**src/hdl/aorc_pkg.sv**
```systemverilog
package aorc_pkg;

  // ==========================================================
  // register map
  localparam int ADDR_W = 8;
  localparam int DATA_W = 8;
  localparam logic [7:0] REG_CTRL = 8'h02;
  localparam logic [7:0] REG_RDAT = 8'h03;
  localparam logic [7:0] REG_ADDR = 8'h04;
  localparam logic [7:0] CTRL_RST = 8'h00;
  localparam logic [7:0] RDAT_RST = 8'h00;
  localparam logic [7:0] ADDR_RST = 8'h00;

  // ==========================================================
  // retained image layout, one byte per array location
  localparam int IMG_BYTES = 24;
  localparam int ARR_DEPTH = 256;
  localparam int SNIFF_BYTE = 4;
  localparam int RD_LAT = 2;
  // bytes 0-3 tx frame ctl low word, 4-5 sniff, 6 frame_delimiter_length,
  // 7-9 power ctl first, 10-13 power ctl second,
  // 14 led ctl high byte, 15-23 other retained registers
  localparam logic [IMG_BYTES*8-1:0] IMG_KEEP =
    192'hFFFF_FFFF_FFFF_FFFF_FF01_03FF_FFFF_8098_40FF_FFFE_FFFF_FFFF;
  localparam logic [IMG_BYTES*8-1:0] IMG_RST = 192'h0;

  // ==========================================================
  // carriers
  typedef struct packed {
    logic direct_access_enable;
    logic [2:0] rsvd;
    logic direct_read_cmd;
    logic config_upload_cmd;
    logic save;
    logic restore;
  } aorc_ctrl_t;

  typedef struct packed {
    logic wr;
    logic rd;
    logic [ADDR_W-1:0] addr;
    logic [DATA_W-1:0] wdata;
  } aorc_req_t;

  typedef struct packed {
    logic we;
    logic [7:0] idx;
    logic [7:0] data;
  } aorc_rest_t;

  typedef struct packed {
    logic [31:0] cfg1;
    logic [31:0] cfg0;
  } aorc_live_t;

  typedef enum logic [4:0] {
    ST_IDLE = 5'h01,
    ST_SAVE = 5'h02,
    ST_UPLOAD = 5'h04,
    ST_RESTORE = 5'h08,
    ST_RDWAIT = 5'h10
  } aorc_state_t;

endpackage

```
**src/hdl/aorc_top.sv**
```systemverilog
// Behaviour
// - restore bit copies saved image to host registers, then self-clears.
// - save bit stores host image, then uploads config, then self-clears.
// - setting upload bit copies both config words to live config.
// - direct read with access enabled puts array byte into read data.
// - direct read acts only while direct access enable is one.
// - automatic save and restore happen only while enable is zero.
// - retained image covers the listed configuration registers.
// - only the low word of tx frame control is kept.
// - sniff bit 0 is not kept and comes back as zero.
// - only the delimiter length octet of user sfd is kept.
// - tx antenna delay is not kept; host reprograms after wake.
// - first power control keeps only bits 23, 15, 12, 11, 6.
// - second power control keeps all but the kilohertz divider.
// - led control keeps only blink enable; blink time reverts.
// - 8-bit read data register at sub-address 0x03.
// - 8-bit address register selects the direct read location.
`timescale 1ns/1ps
`default_nettype none
module aorc_top #(
  parameter int IMG_N = aorc_pkg::IMG_BYTES,
  parameter int DEPTH = aorc_pkg::ARR_DEPTH
) (
  input wire logic clock_i,
  input wire logic srst_i,
  input wire aorc_pkg::aorc_req_t bus_i,
  output logic [7:0] rdata_o,
  input wire logic [IMG_N*8-1:0] user_cfg_i,
  input wire logic [31:0] retn_cfg0_i,
  input wire logic [31:0] retn_cfg1_i,
  input wire logic sleep_entry_i,
  input wire logic wake_i,
  output aorc_pkg::aorc_rest_t restore_o,
  output aorc_pkg::aorc_live_t retn_live_o,
  output logic busy_o
);
  import aorc_pkg::*;

  // ==========================================================
  // helpers
  // byte i of an image vector
  function automatic logic [7:0] img_byte(
    input logic [IMG_N*8-1:0] v, input logic [7:0] i);
    img_byte = v[i*8 +: 8];
  endfunction
  // retained bits of image byte i
  function automatic logic [7:0] keep(input logic [7:0] i);
    keep = img_byte(IMG_KEEP, i);
  endfunction
  localparam logic [7:0] LAST = 8'(IMG_N - 1);
  localparam logic [7:0] ENDI = 8'(IMG_N);

  // ==========================================================
  // state
  aorc_ctrl_t ctrl;
  logic [7:0] rd_addr;
  logic [7:0] rdat;
  aorc_state_t state;
  aorc_state_t next_state;
  logic [7:0] idx;
  logic rd_vld;
  logic [7:0] rd_idx;
  logic auto_save;
  logic auto_rest;
  logic upl_pulse;
  logic ram_en;
  logic ram_we;
  logic [7:0] ram_addr;
  logic [7:0] ram_wd;
  logic [7:0] ram_q;
  aorc_ctrl_t wr_val;
  logic wr_ctrl;
  logic wr_rdat;
  logic wr_addr;
  logic rest_go;
  logic save_go;
  logic read_go;
  logic clr_rest;
  logic clr_save;
  logic clr_read;

  // ==========================================================
  // bus decode
  assign wr_ctrl = bus_i.wr && (bus_i.addr == REG_CTRL);
  assign wr_rdat = bus_i.wr && (bus_i.addr == REG_RDAT);
  assign wr_addr = bus_i.wr && (bus_i.addr == REG_ADDR);
  assign wr_val = aorc_ctrl_t'(bus_i.wdata);
  // command launch terms, restore over save over read
  assign rest_go = ctrl.restore
    || (auto_rest && !ctrl.direct_access_enable);
  assign save_go = ctrl.save
    || (auto_save && !ctrl.direct_access_enable);
  assign read_go = ctrl.direct_read_cmd && ctrl.direct_access_enable;

  // hardware clears of the command bits
  assign clr_rest = (state == ST_RESTORE) && (idx == ENDI);
  assign clr_save = (state == ST_UPLOAD);
  assign clr_read = (state == ST_RDWAIT)
    || ((state == ST_IDLE) && !ctrl.direct_access_enable);

  // ==========================================================
  // sequencer
  always_comb begin
    next_state = state;
    unique case (state)
      ST_IDLE: begin
        if (rest_go) begin
          next_state = ST_RESTORE;
        end else if (save_go) begin
          next_state = ST_SAVE;
        end else if (read_go) begin
          next_state = ST_RDWAIT;
        end
      end
      ST_SAVE: begin
        if (idx == LAST) begin
          next_state = ST_UPLOAD;
        end
      end
      ST_UPLOAD, ST_RDWAIT: begin
        next_state = ST_IDLE;
      end
      ST_RESTORE: begin
        if (idx == ENDI) begin
          next_state = ST_IDLE;
        end
      end
      default: begin
        next_state = ST_IDLE;
      end
    endcase
  end

  // state register
  always_ff @(posedge clock_i) begin
    if (srst_i) begin
      state <= ST_IDLE;
    end else begin
      state <= next_state;
    end
  end

  // image walk index
  always_ff @(posedge clock_i) begin
    if (srst_i) begin
      idx <= 8'h00;
    end else if (state == ST_SAVE || state == ST_RESTORE) begin
      idx <= idx + 8'h01;
    end else begin
      idx <= 8'h00;
    end
  end

  // ==========================================================
  // array port
  always_comb begin
    ram_en = 1'b0;
    ram_we = 1'b0;
    ram_addr = idx;
    // masked store drops every bit not in the retained set
    ram_wd = img_byte(user_cfg_i, idx) & keep(idx);
    if (state == ST_SAVE) begin
      ram_en = 1'b1;
      ram_we = 1'b1;
    end else if (state == ST_RESTORE && idx < ENDI) begin
      ram_en = 1'b1;
    end else if (state == ST_IDLE && next_state == ST_RDWAIT) begin
      ram_en = 1'b1;
      ram_addr = rd_addr;
    end
  end

  aorc_retention_array #(
    .WIDTH(DATA_W),
    .DEPTH(DEPTH),
    .AW(ADDR_W)
  ) u_array (
    .clock_i(clock_i),
    .srst_i(srst_i),
    .en_i(ram_en),
    .we_i(ram_we),
    .addr_i(ram_addr),
    .wdata_i(ram_wd),
    .rdata_o(ram_q)
  );

  // ==========================================================
  // control register, a software write wins over the self-clear
  always_ff @(posedge clock_i) begin
    if (srst_i) begin
      ctrl <= aorc_ctrl_t'(CTRL_RST);
    end else if (wr_ctrl) begin
      ctrl <= wr_val;
      ctrl.rsvd <= 3'h0; // reserved reads back as zero
    end else begin
      if (clr_rest) begin
        ctrl.restore <= 1'b0;
      end
      if (clr_save) begin
        ctrl.save <= 1'b0;
      end
      if (clr_read) begin
        ctrl.direct_read_cmd <= 1'b0;
      end
    end
  end

  // upload strobe on a write that sets the upload bit
  always_ff @(posedge clock_i) begin
    if (srst_i) begin
      upl_pulse <= 1'b0;
    end else begin
      upl_pulse <= wr_ctrl && wr_val.config_upload_cmd;
    end
  end

  // live always-on config words
  always_ff @(posedge clock_i) begin
    if (srst_i) begin
      retn_live_o <= '0;
    end else if (upl_pulse || state == ST_UPLOAD) begin
      retn_live_o.cfg0 <= retn_cfg0_i;
      retn_live_o.cfg1 <= retn_cfg1_i;
    end
  end

  // sleep and wake requests, dropped while direct access is on
  always_ff @(posedge clock_i) begin
    if (srst_i) begin
      auto_save <= 1'b0;
      auto_rest <= 1'b0;
    end else begin
      if (sleep_entry_i && !ctrl.direct_access_enable) begin
        auto_save <= 1'b1;
      end else if (state == ST_IDLE && next_state == ST_SAVE) begin
        auto_save <= 1'b0;
      end
      if (wake_i && !ctrl.direct_access_enable) begin
        auto_rest <= 1'b1;
      end else if (state == ST_IDLE && next_state == ST_RESTORE) begin
        auto_rest <= 1'b0;
      end
    end
  end

  // ==========================================================
  // direct access registers
  always_ff @(posedge clock_i) begin
    if (srst_i) begin
      rd_addr <= ADDR_RST;
    end else if (wr_addr) begin
      rd_addr <= bus_i.wdata;
    end
  end

  // read data: loaded by a direct read, else by a bus write, else held
  always_ff @(posedge clock_i) begin
    if (srst_i) begin
      rdat <= RDAT_RST;
    end else if (state == ST_RDWAIT) begin
      rdat <= ram_q;
    end else if (wr_rdat) begin
      rdat <= bus_i.wdata;
    end
  end

  // ==========================================================
  // restore write-back to host register set
  always_ff @(posedge clock_i) begin
    if (srst_i) begin
      rd_vld <= 1'b0;
      rd_idx <= 8'h00;
    end else begin
      rd_vld <= (state == ST_RESTORE) && (idx < ENDI);
      rd_idx <= idx;
    end
  end

  // unkept bits return at reset value; tx antenna delay absent
  always_ff @(posedge clock_i) begin
    if (srst_i) begin
      restore_o <= '0;
    end else begin
      restore_o.we <= rd_vld;
      restore_o.idx <= rd_idx;
      restore_o.data <= (ram_q & keep(rd_idx))
        | (img_byte(IMG_RST, rd_idx)
        & ~keep(rd_idx));
    end
  end

  // ==========================================================
  // bus read answer, one cycle only
  always_ff @(posedge clock_i) begin
    if (srst_i) begin
      rdata_o <= 8'h00;
    end else if (bus_i.rd) begin
      unique case (bus_i.addr)
        REG_CTRL: rdata_o <= ctrl;
        REG_RDAT: rdata_o <= rdat;
        REG_ADDR: rdata_o <= rd_addr;
        default: rdata_o <= 8'h00;
      endcase
    end else begin
      rdata_o <= 8'h00;
    end
  end

  // busy flag
  always_ff @(posedge clock_i) begin
    if (srst_i) begin
      busy_o <= 1'b0;
    end else begin
      busy_o <= (next_state != ST_IDLE);
    end
  end
endmodule
`default_nettype wire

```
**src/hdl/aorc_retention_array.sv**
```systemverilog
`timescale 1ns/1ps
`default_nettype none
module aorc_retention_array #(
  parameter int WIDTH = 8,
  parameter int DEPTH = 256,
  parameter int AW = 8
) (
  input wire logic clock_i,
  input wire logic srst_i,
  input wire logic en_i,
  input wire logic we_i,
  input wire logic [AW-1:0] addr_i,
  input wire logic [WIDTH-1:0] wdata_i,
  output logic [WIDTH-1:0] rdata_o
);

  // ==========================================================
  // storage, kept across sleep
  logic [WIDTH-1:0] mem [DEPTH];

  // write port
  always_ff @(posedge clock_i) begin
    if (en_i && we_i) begin
      mem[addr_i] <= wdata_i;
    end
  end

  // registered read, one cycle latency
  always_ff @(posedge clock_i) begin
    if (srst_i) begin
      rdata_o <= '0;
    end else if (en_i && !we_i) begin
      rdata_o <= mem[addr_i];
    end
  end

endmodule
`default_nettype wire

```
**config.mk**
```make
export PLATFORM = sky130hd
export DESIGN_NAME = aorc_top
export DESIGN_NICKNAME = d
export VERILOG_FILES = /design/src/hdl/aorc_pkg.sv /design/src/hdl/aorc_top.sv /design/src/hdl/aorc_retention_array.sv
export SDC_FILE = /design/constraint.sdc
export NUM_CORES = 2
export LEC_CHECK = 0
export ABC_AREA = 1
export BUFFER_PORTS_ARGS = -buffer_cell sky130_fd_sc_hd__buf_2
export CORE_UTILIZATION = 45
export DETAILED_ROUTE_END_ITERATION = 10
export SKIP_CTS_REPAIR_TIMING = 1
export SYNTH_ARGS = -nofsm -noshare
export SYNTH_HDL_FRONTEND = slang
export SYNTH_SLANG_ARGS = --single-unit
```
**constraint.sdc**
```tcl
create_clock -name clock_i -period 41.2 [get_ports clock_i]
set_input_delay 4.12 -clock clock_i [delete_from_list [all_inputs] [get_ports clock_i]]
set_output_delay 4.12 -clock clock_i [all_outputs]
set_load 0.02 [all_outputs]
```
== Yosys cells after proc, flatten, opt, wreduce, memory -nomap -nowiden ==
Memories as Yosys holds them, arrays and structs flattened. A register that Yosys moved wholly into a read port is not among the register bits.
Cells that the tools add are included.
Word-level totals
  memories: 1
  bits of input ports: 278
  bits in writable memories: 2048
  bits in registers: 136
  logic and storage cells: 108
Memory list
  u_array.mem: depth 256, width 8, read ports 1, clocked after memory_dff 1, wr ports 1, RTL line aorc_retention_array.sv:19  | logic [WIDTH-1:0] mem [DEPTH];
Cells by class
  mux-type cells: 27
  equality and inequality tests: 14
  reduce and logical (&&, ||, !) cells: 32
  shift-type cells: 4
  add/sub/neg operators: 1
  order comparisons: 1
  bitwise logic cells: 7
Operator list (number)
  $shiftx A192 B12 Y8 const A: 3
  $shiftx A192 B12 Y8: 1
  $mux W8: 5
  $mux W5: 5
  $and A8 B8 Y8: 3
  $pmux W8 S3: 1
  $logic_and A1 B1 Y1: 17
  $eq A8 B2 Y1 const B: 2
  $eq A8 B5 Y1 const B: 2
  $pmux W5 S3: 1
  $mux W1: 14
  $reduce_bool A2 Y1: 6
  $eq A5 B2 Y1 const B: 2
  $eq A5 B4 Y1 const B: 2
  $eq A5 B5 Y1 const B: 2
  $add A8 B1 Y8 const B: 1
  $eq A8 B3 Y1 const B: 1
  $lt A8 B5 Y1 const B: 1
  $not A8 Y8: 1
  $or A8 B8 Y8: 1
  $eq A5 B1 Y1 const B: 1
  $eq A5 B3 Y1 const B: 1
  $logic_or A1 B1 Y1: 5
  $ne A5 B1 Y1 const B: 1
  4 further kinds: 7

== Depth between registers and ports, before layout ==
  word-level depth: 14
  mapped depth: 25

== Hierarchy ==
A second synthesis with hierarchy kept.
Second synthesis, totals
  cells, all modules: 8929
  area, all modules: 91609.1 um^2
By module, submodules not included
  aorc_retention_array: cells an instance 7705, seq. area each 61659.1 um^2, times used 1, area an instance 84093.2 um^2
  aorc_top: cells an instance 1224, seq. area each 2722.6 um^2, times used 1, area an instance 7516.0 um^2

== Least setup slack after synthesis ==
OpenSTA, ideal clock, no wires.
  path type: input-to-reg
  start: input port user_cfg_i[134]
  end: memory u_array.mem[0][6] (data pin)
  arrival: 26.424 ns
  setup slack: 10.308 ns
  required time: 36.733 ns
  library setup time: 4.467 ns
  stages on the path: 4
  cell sequence: a221oi_1 o31ai_1 a31oi_1 a2111oi_0
On the way
  word-level cells in the longest chain between the ends: 2
Ends and longest elaborated chain
  from (decl): RTL line aorc_top.sv:28  | input wire logic [IMG_N*8-1:0] user_cfg_i,
  $shiftx A192 B12 Y8: RTL line aorc_top.sv:44  | img_byte = v[i*8 +: 8];
  $and A8 B8 Y8: RTL line aorc_top.sv:161  | ram_wd = img_byte(user_cfg_i, idx) & keep(idx);
  net ram_wd[6]: RTL line aorc_top.sv:69  | logic [7:0] ram_wd;
  to (decl): RTL line aorc_retention_array.sv:19
The timed path passes the listed nets, and every way through them passes these cells.

== Worst setup path in the final report ==
  start: input port user_cfg_i[159]
  end: memory u_array.mem[103][7] (data pin)
Same word-level chain as after synthesis.

==> impl_metrics.tcl <==
set metrics [dict create \
    outcome "finished clean" \
    nNetsFinal 9579 \
    finalHoldViolCount 0 \
    antenna_found_initial 5 \
    dieHeight_um 454 \
    grt_usage 0.258 \
    maxSlewHeadroom 0.0790 \
    crit_path_max_fanout 88 \
    power_density_nw_per_um2 44.6 \
    core_um2 203000 \
    setup.worst_path.class "in2reg" \
    p_switching_mw 1.03 \
    routed_wl_mm 270 \
    synth_most_common_cell "nand2_1" \
    clock-root-buffer "clkbuf_16" \
    drive_gt1_frac 0.0868 \
    async_flop_share 0 \
    pin_count 368 \
    route.detailed.drc 0 \
    start_util 0.454 \
    synth_top_area_share 0.669 \
    area_growth_pct 11.9 \
    synth_commonest_cells "4815 x nand2_1, 2048 x edfxtp_1, 796 x nor2_1, 296 x nand3_1, 249 x buf_2" \
    yosys_warnings 0 \
    tightest_slew_ps 1380 \
    dieArea_um2 206000 \
    required_ps 41730 \
    power.internal_mw 3.56 \
    switching_share 0.224 \
    cts_tree "built" \
    synth_ff_type "edfxtp_1" \
    cp.arrival_ps 9000 \
    critPathLaunchType "input port" \
    cts.sinks 2192 \
    drt_iter0_drc 6209 \
    leakage_nw 40.5 \
    grt_first_pass_wirelength_mm 395 \
    drt_pre_antenna_iters 8 \
    vdd_ir_drop_max_uv 42.0 \
    pwr-share-comb 0.050 \
    netlist_top_cells_area "edfxtp_1 67%, nand2_1 20%, nor2_1 3.2%" \
    cts_buffers 219 \
    ys_ff_latch 2192 \
    syn_inst 9085 \
    yosysTopAreaCell "edfxtp_1" \
    post_drt_via_cell_ratio 5.33 \
    first_global_vias 61100 \
    syn_avg_cell_area_um2 10.1 \
    setup_tns_ps 0 \
    ys_seq_area_frac 0.700 \
    antenna_left 0 \
    final_area_um2 103000 \
    finalSetupViolations 0 \
    crit_path_end_kind "flip-flop" \
    portBuffers 367 \
    rsz0062_at_grt "false" \
    clock_latency_ps 870 \
    hold_class "reg2reg" \
    grt_overflow 0 \
    place_congestion 0.935 \
    hpwlAfterDp_mm 154 \
    synth_edf_count 2048 \
    dieWidth_um 454 \
    cts_buffer_depth 3 \
    h-tree-depth 4 \
    clock_power_share 0.413 \
    synth_nets 9365 \
    place_area_um2 96200 \
    path_clk_slew_ps 60 \
    maxCapViolCount 0 \
    syn_area_um2 92000 \
    drv_slew 0 \
    vias 64800 \
    routedWlPerCell_um 22.2 \
    grt_start_max_net_pins 200 \
    rows 165 \
    final.min_clock_period_ps 8460 \
    fin_worst_skew_ps 36.6 \
    yosysUniqueCellTypes 49 \
    max_freq_ghz 0.118 \
    power_frac_seq 0.537 \
    finalCritPeriodShare 0.205 \
]
==> power groups by stage <==
stage	clock network (mW)	registers (mW)	logic, mW
floorplan	0	2.54	0.129
global placement	0	2.51	0.223
detailed placement	0	2.51	0.227
CTS	1.92	2.46	0.228
global route	2.00	2.46	0.251
finish	1.90	2.46	0.229
==> cell type report <==
cell class / count / area (um2)
inverter: 101 / 379
clock inverter: 118 / 842
antenna: 2 / 5.00
timing repair buffer: 479 / 2840
fill: 18000 / 99800
tap: 2672 / 3340
sequential: 2192 / 64400
clock buffer: 283 / 5900
multi-input combinational: 6306 / 25200
==> cells in the final DEF, fill, tap and decap left out, drive strengths merged, types with 9 or more instances in the layout <==
cell type and n:
nand2 4817, edfxtp 2048, nor2 801, buf 479, nand3 297, clkbuf 283, o21ai 168, dfxtp 144
inv 106, clkinv 104, a221oi 62, a21oi 45, and3 29, nand4 12, nor3 11, a22oi 10
a31oi 9
==> flip-flops by register name (all words and copies together) (netlist names), 5 cells and up <==
register and cells:
rd_idx 8, rdat 8, u_array.mem 2048, u_array.rdata_o 8, idx 8, restore_o 17
rd_addr 8, state 5, rdata_o 8, retn_live_o 64, ctrl 5
==> path summary, 6_finish.rpt <==
kind | from | end | slack (ps) | cells past startpoint
worst max-delay path | user_cfg_i[159] | u_array.mem[103][7]$_DFFE_PP_ | 32740 | 9
worst min-delay path | rd_vld$_SDFF_PP0_ | restore_o[16]$_SDFF_PP0_ | 410 | 2
worst max register to register | idx[0]$_SDFF_PP0_ | u_array.mem[103][7]$_DFFE_PP_ | 34420 | 11
worst min register to register | rd_vld$_SDFF_PP0_ | restore_o[16]$_SDFF_PP0_ | 410 | 2
==> per-stage QoR <==
stage / cells / util / hold slack [ps] / setup slack [ps] / power [mW]
6_report: 12200 / 0.508 / 411 / 32740 / 4.59
5_1_grt: 12200 / 0.508 / 426 / 32670 / 4.71
4_1_cts: 12200 / 0.508 / 416 / 32960 / 4.61
3_5_place_dp: 11800 / 0.474 / 407 / 32050 / 2.74
3_3_place_gp: 11800 / 0.474 / 406 / 32160 / 2.73
2_1_floorplan: 9085 / - / 388 / 10310 / 2.67
==> worst max-delay path, stage by stage <==
cell	delay, ps
buf_2	80
nand2_1	150
and3_1	230
o21ai_0	700
nand3_1	260
a21oi_4	1000
buf_4	700
buf_4	690
buf_4	790
==> layer usage <==
| metal | vias up | global-route usage | routed length [um] |
|---|---|---|---|
| met4 | 4 | 0.107 | 11400 |
| met3 | 523 | 0.0492 | 22500 |
| met5 | - | 0.00490 | 149 |
| met2 | 2802 | 0.415 | 125000 |
| li1 | 30400 | - | - |
| met1 | 31100 | 0.343 | 110000 |
==> cell families after synthesis <==
logic type | Yosys count | share of synthesized area
simple gates | 5981 | 0.250
compound gates | 319 | 0.0212
buf+inv | 587 | 0.0279
fa+ha+maj | 2 | 0.000272
xor+xnor | 4 | 0.000381
flops | 2192 | 0.700
Power figures use the tool's default switching activity.
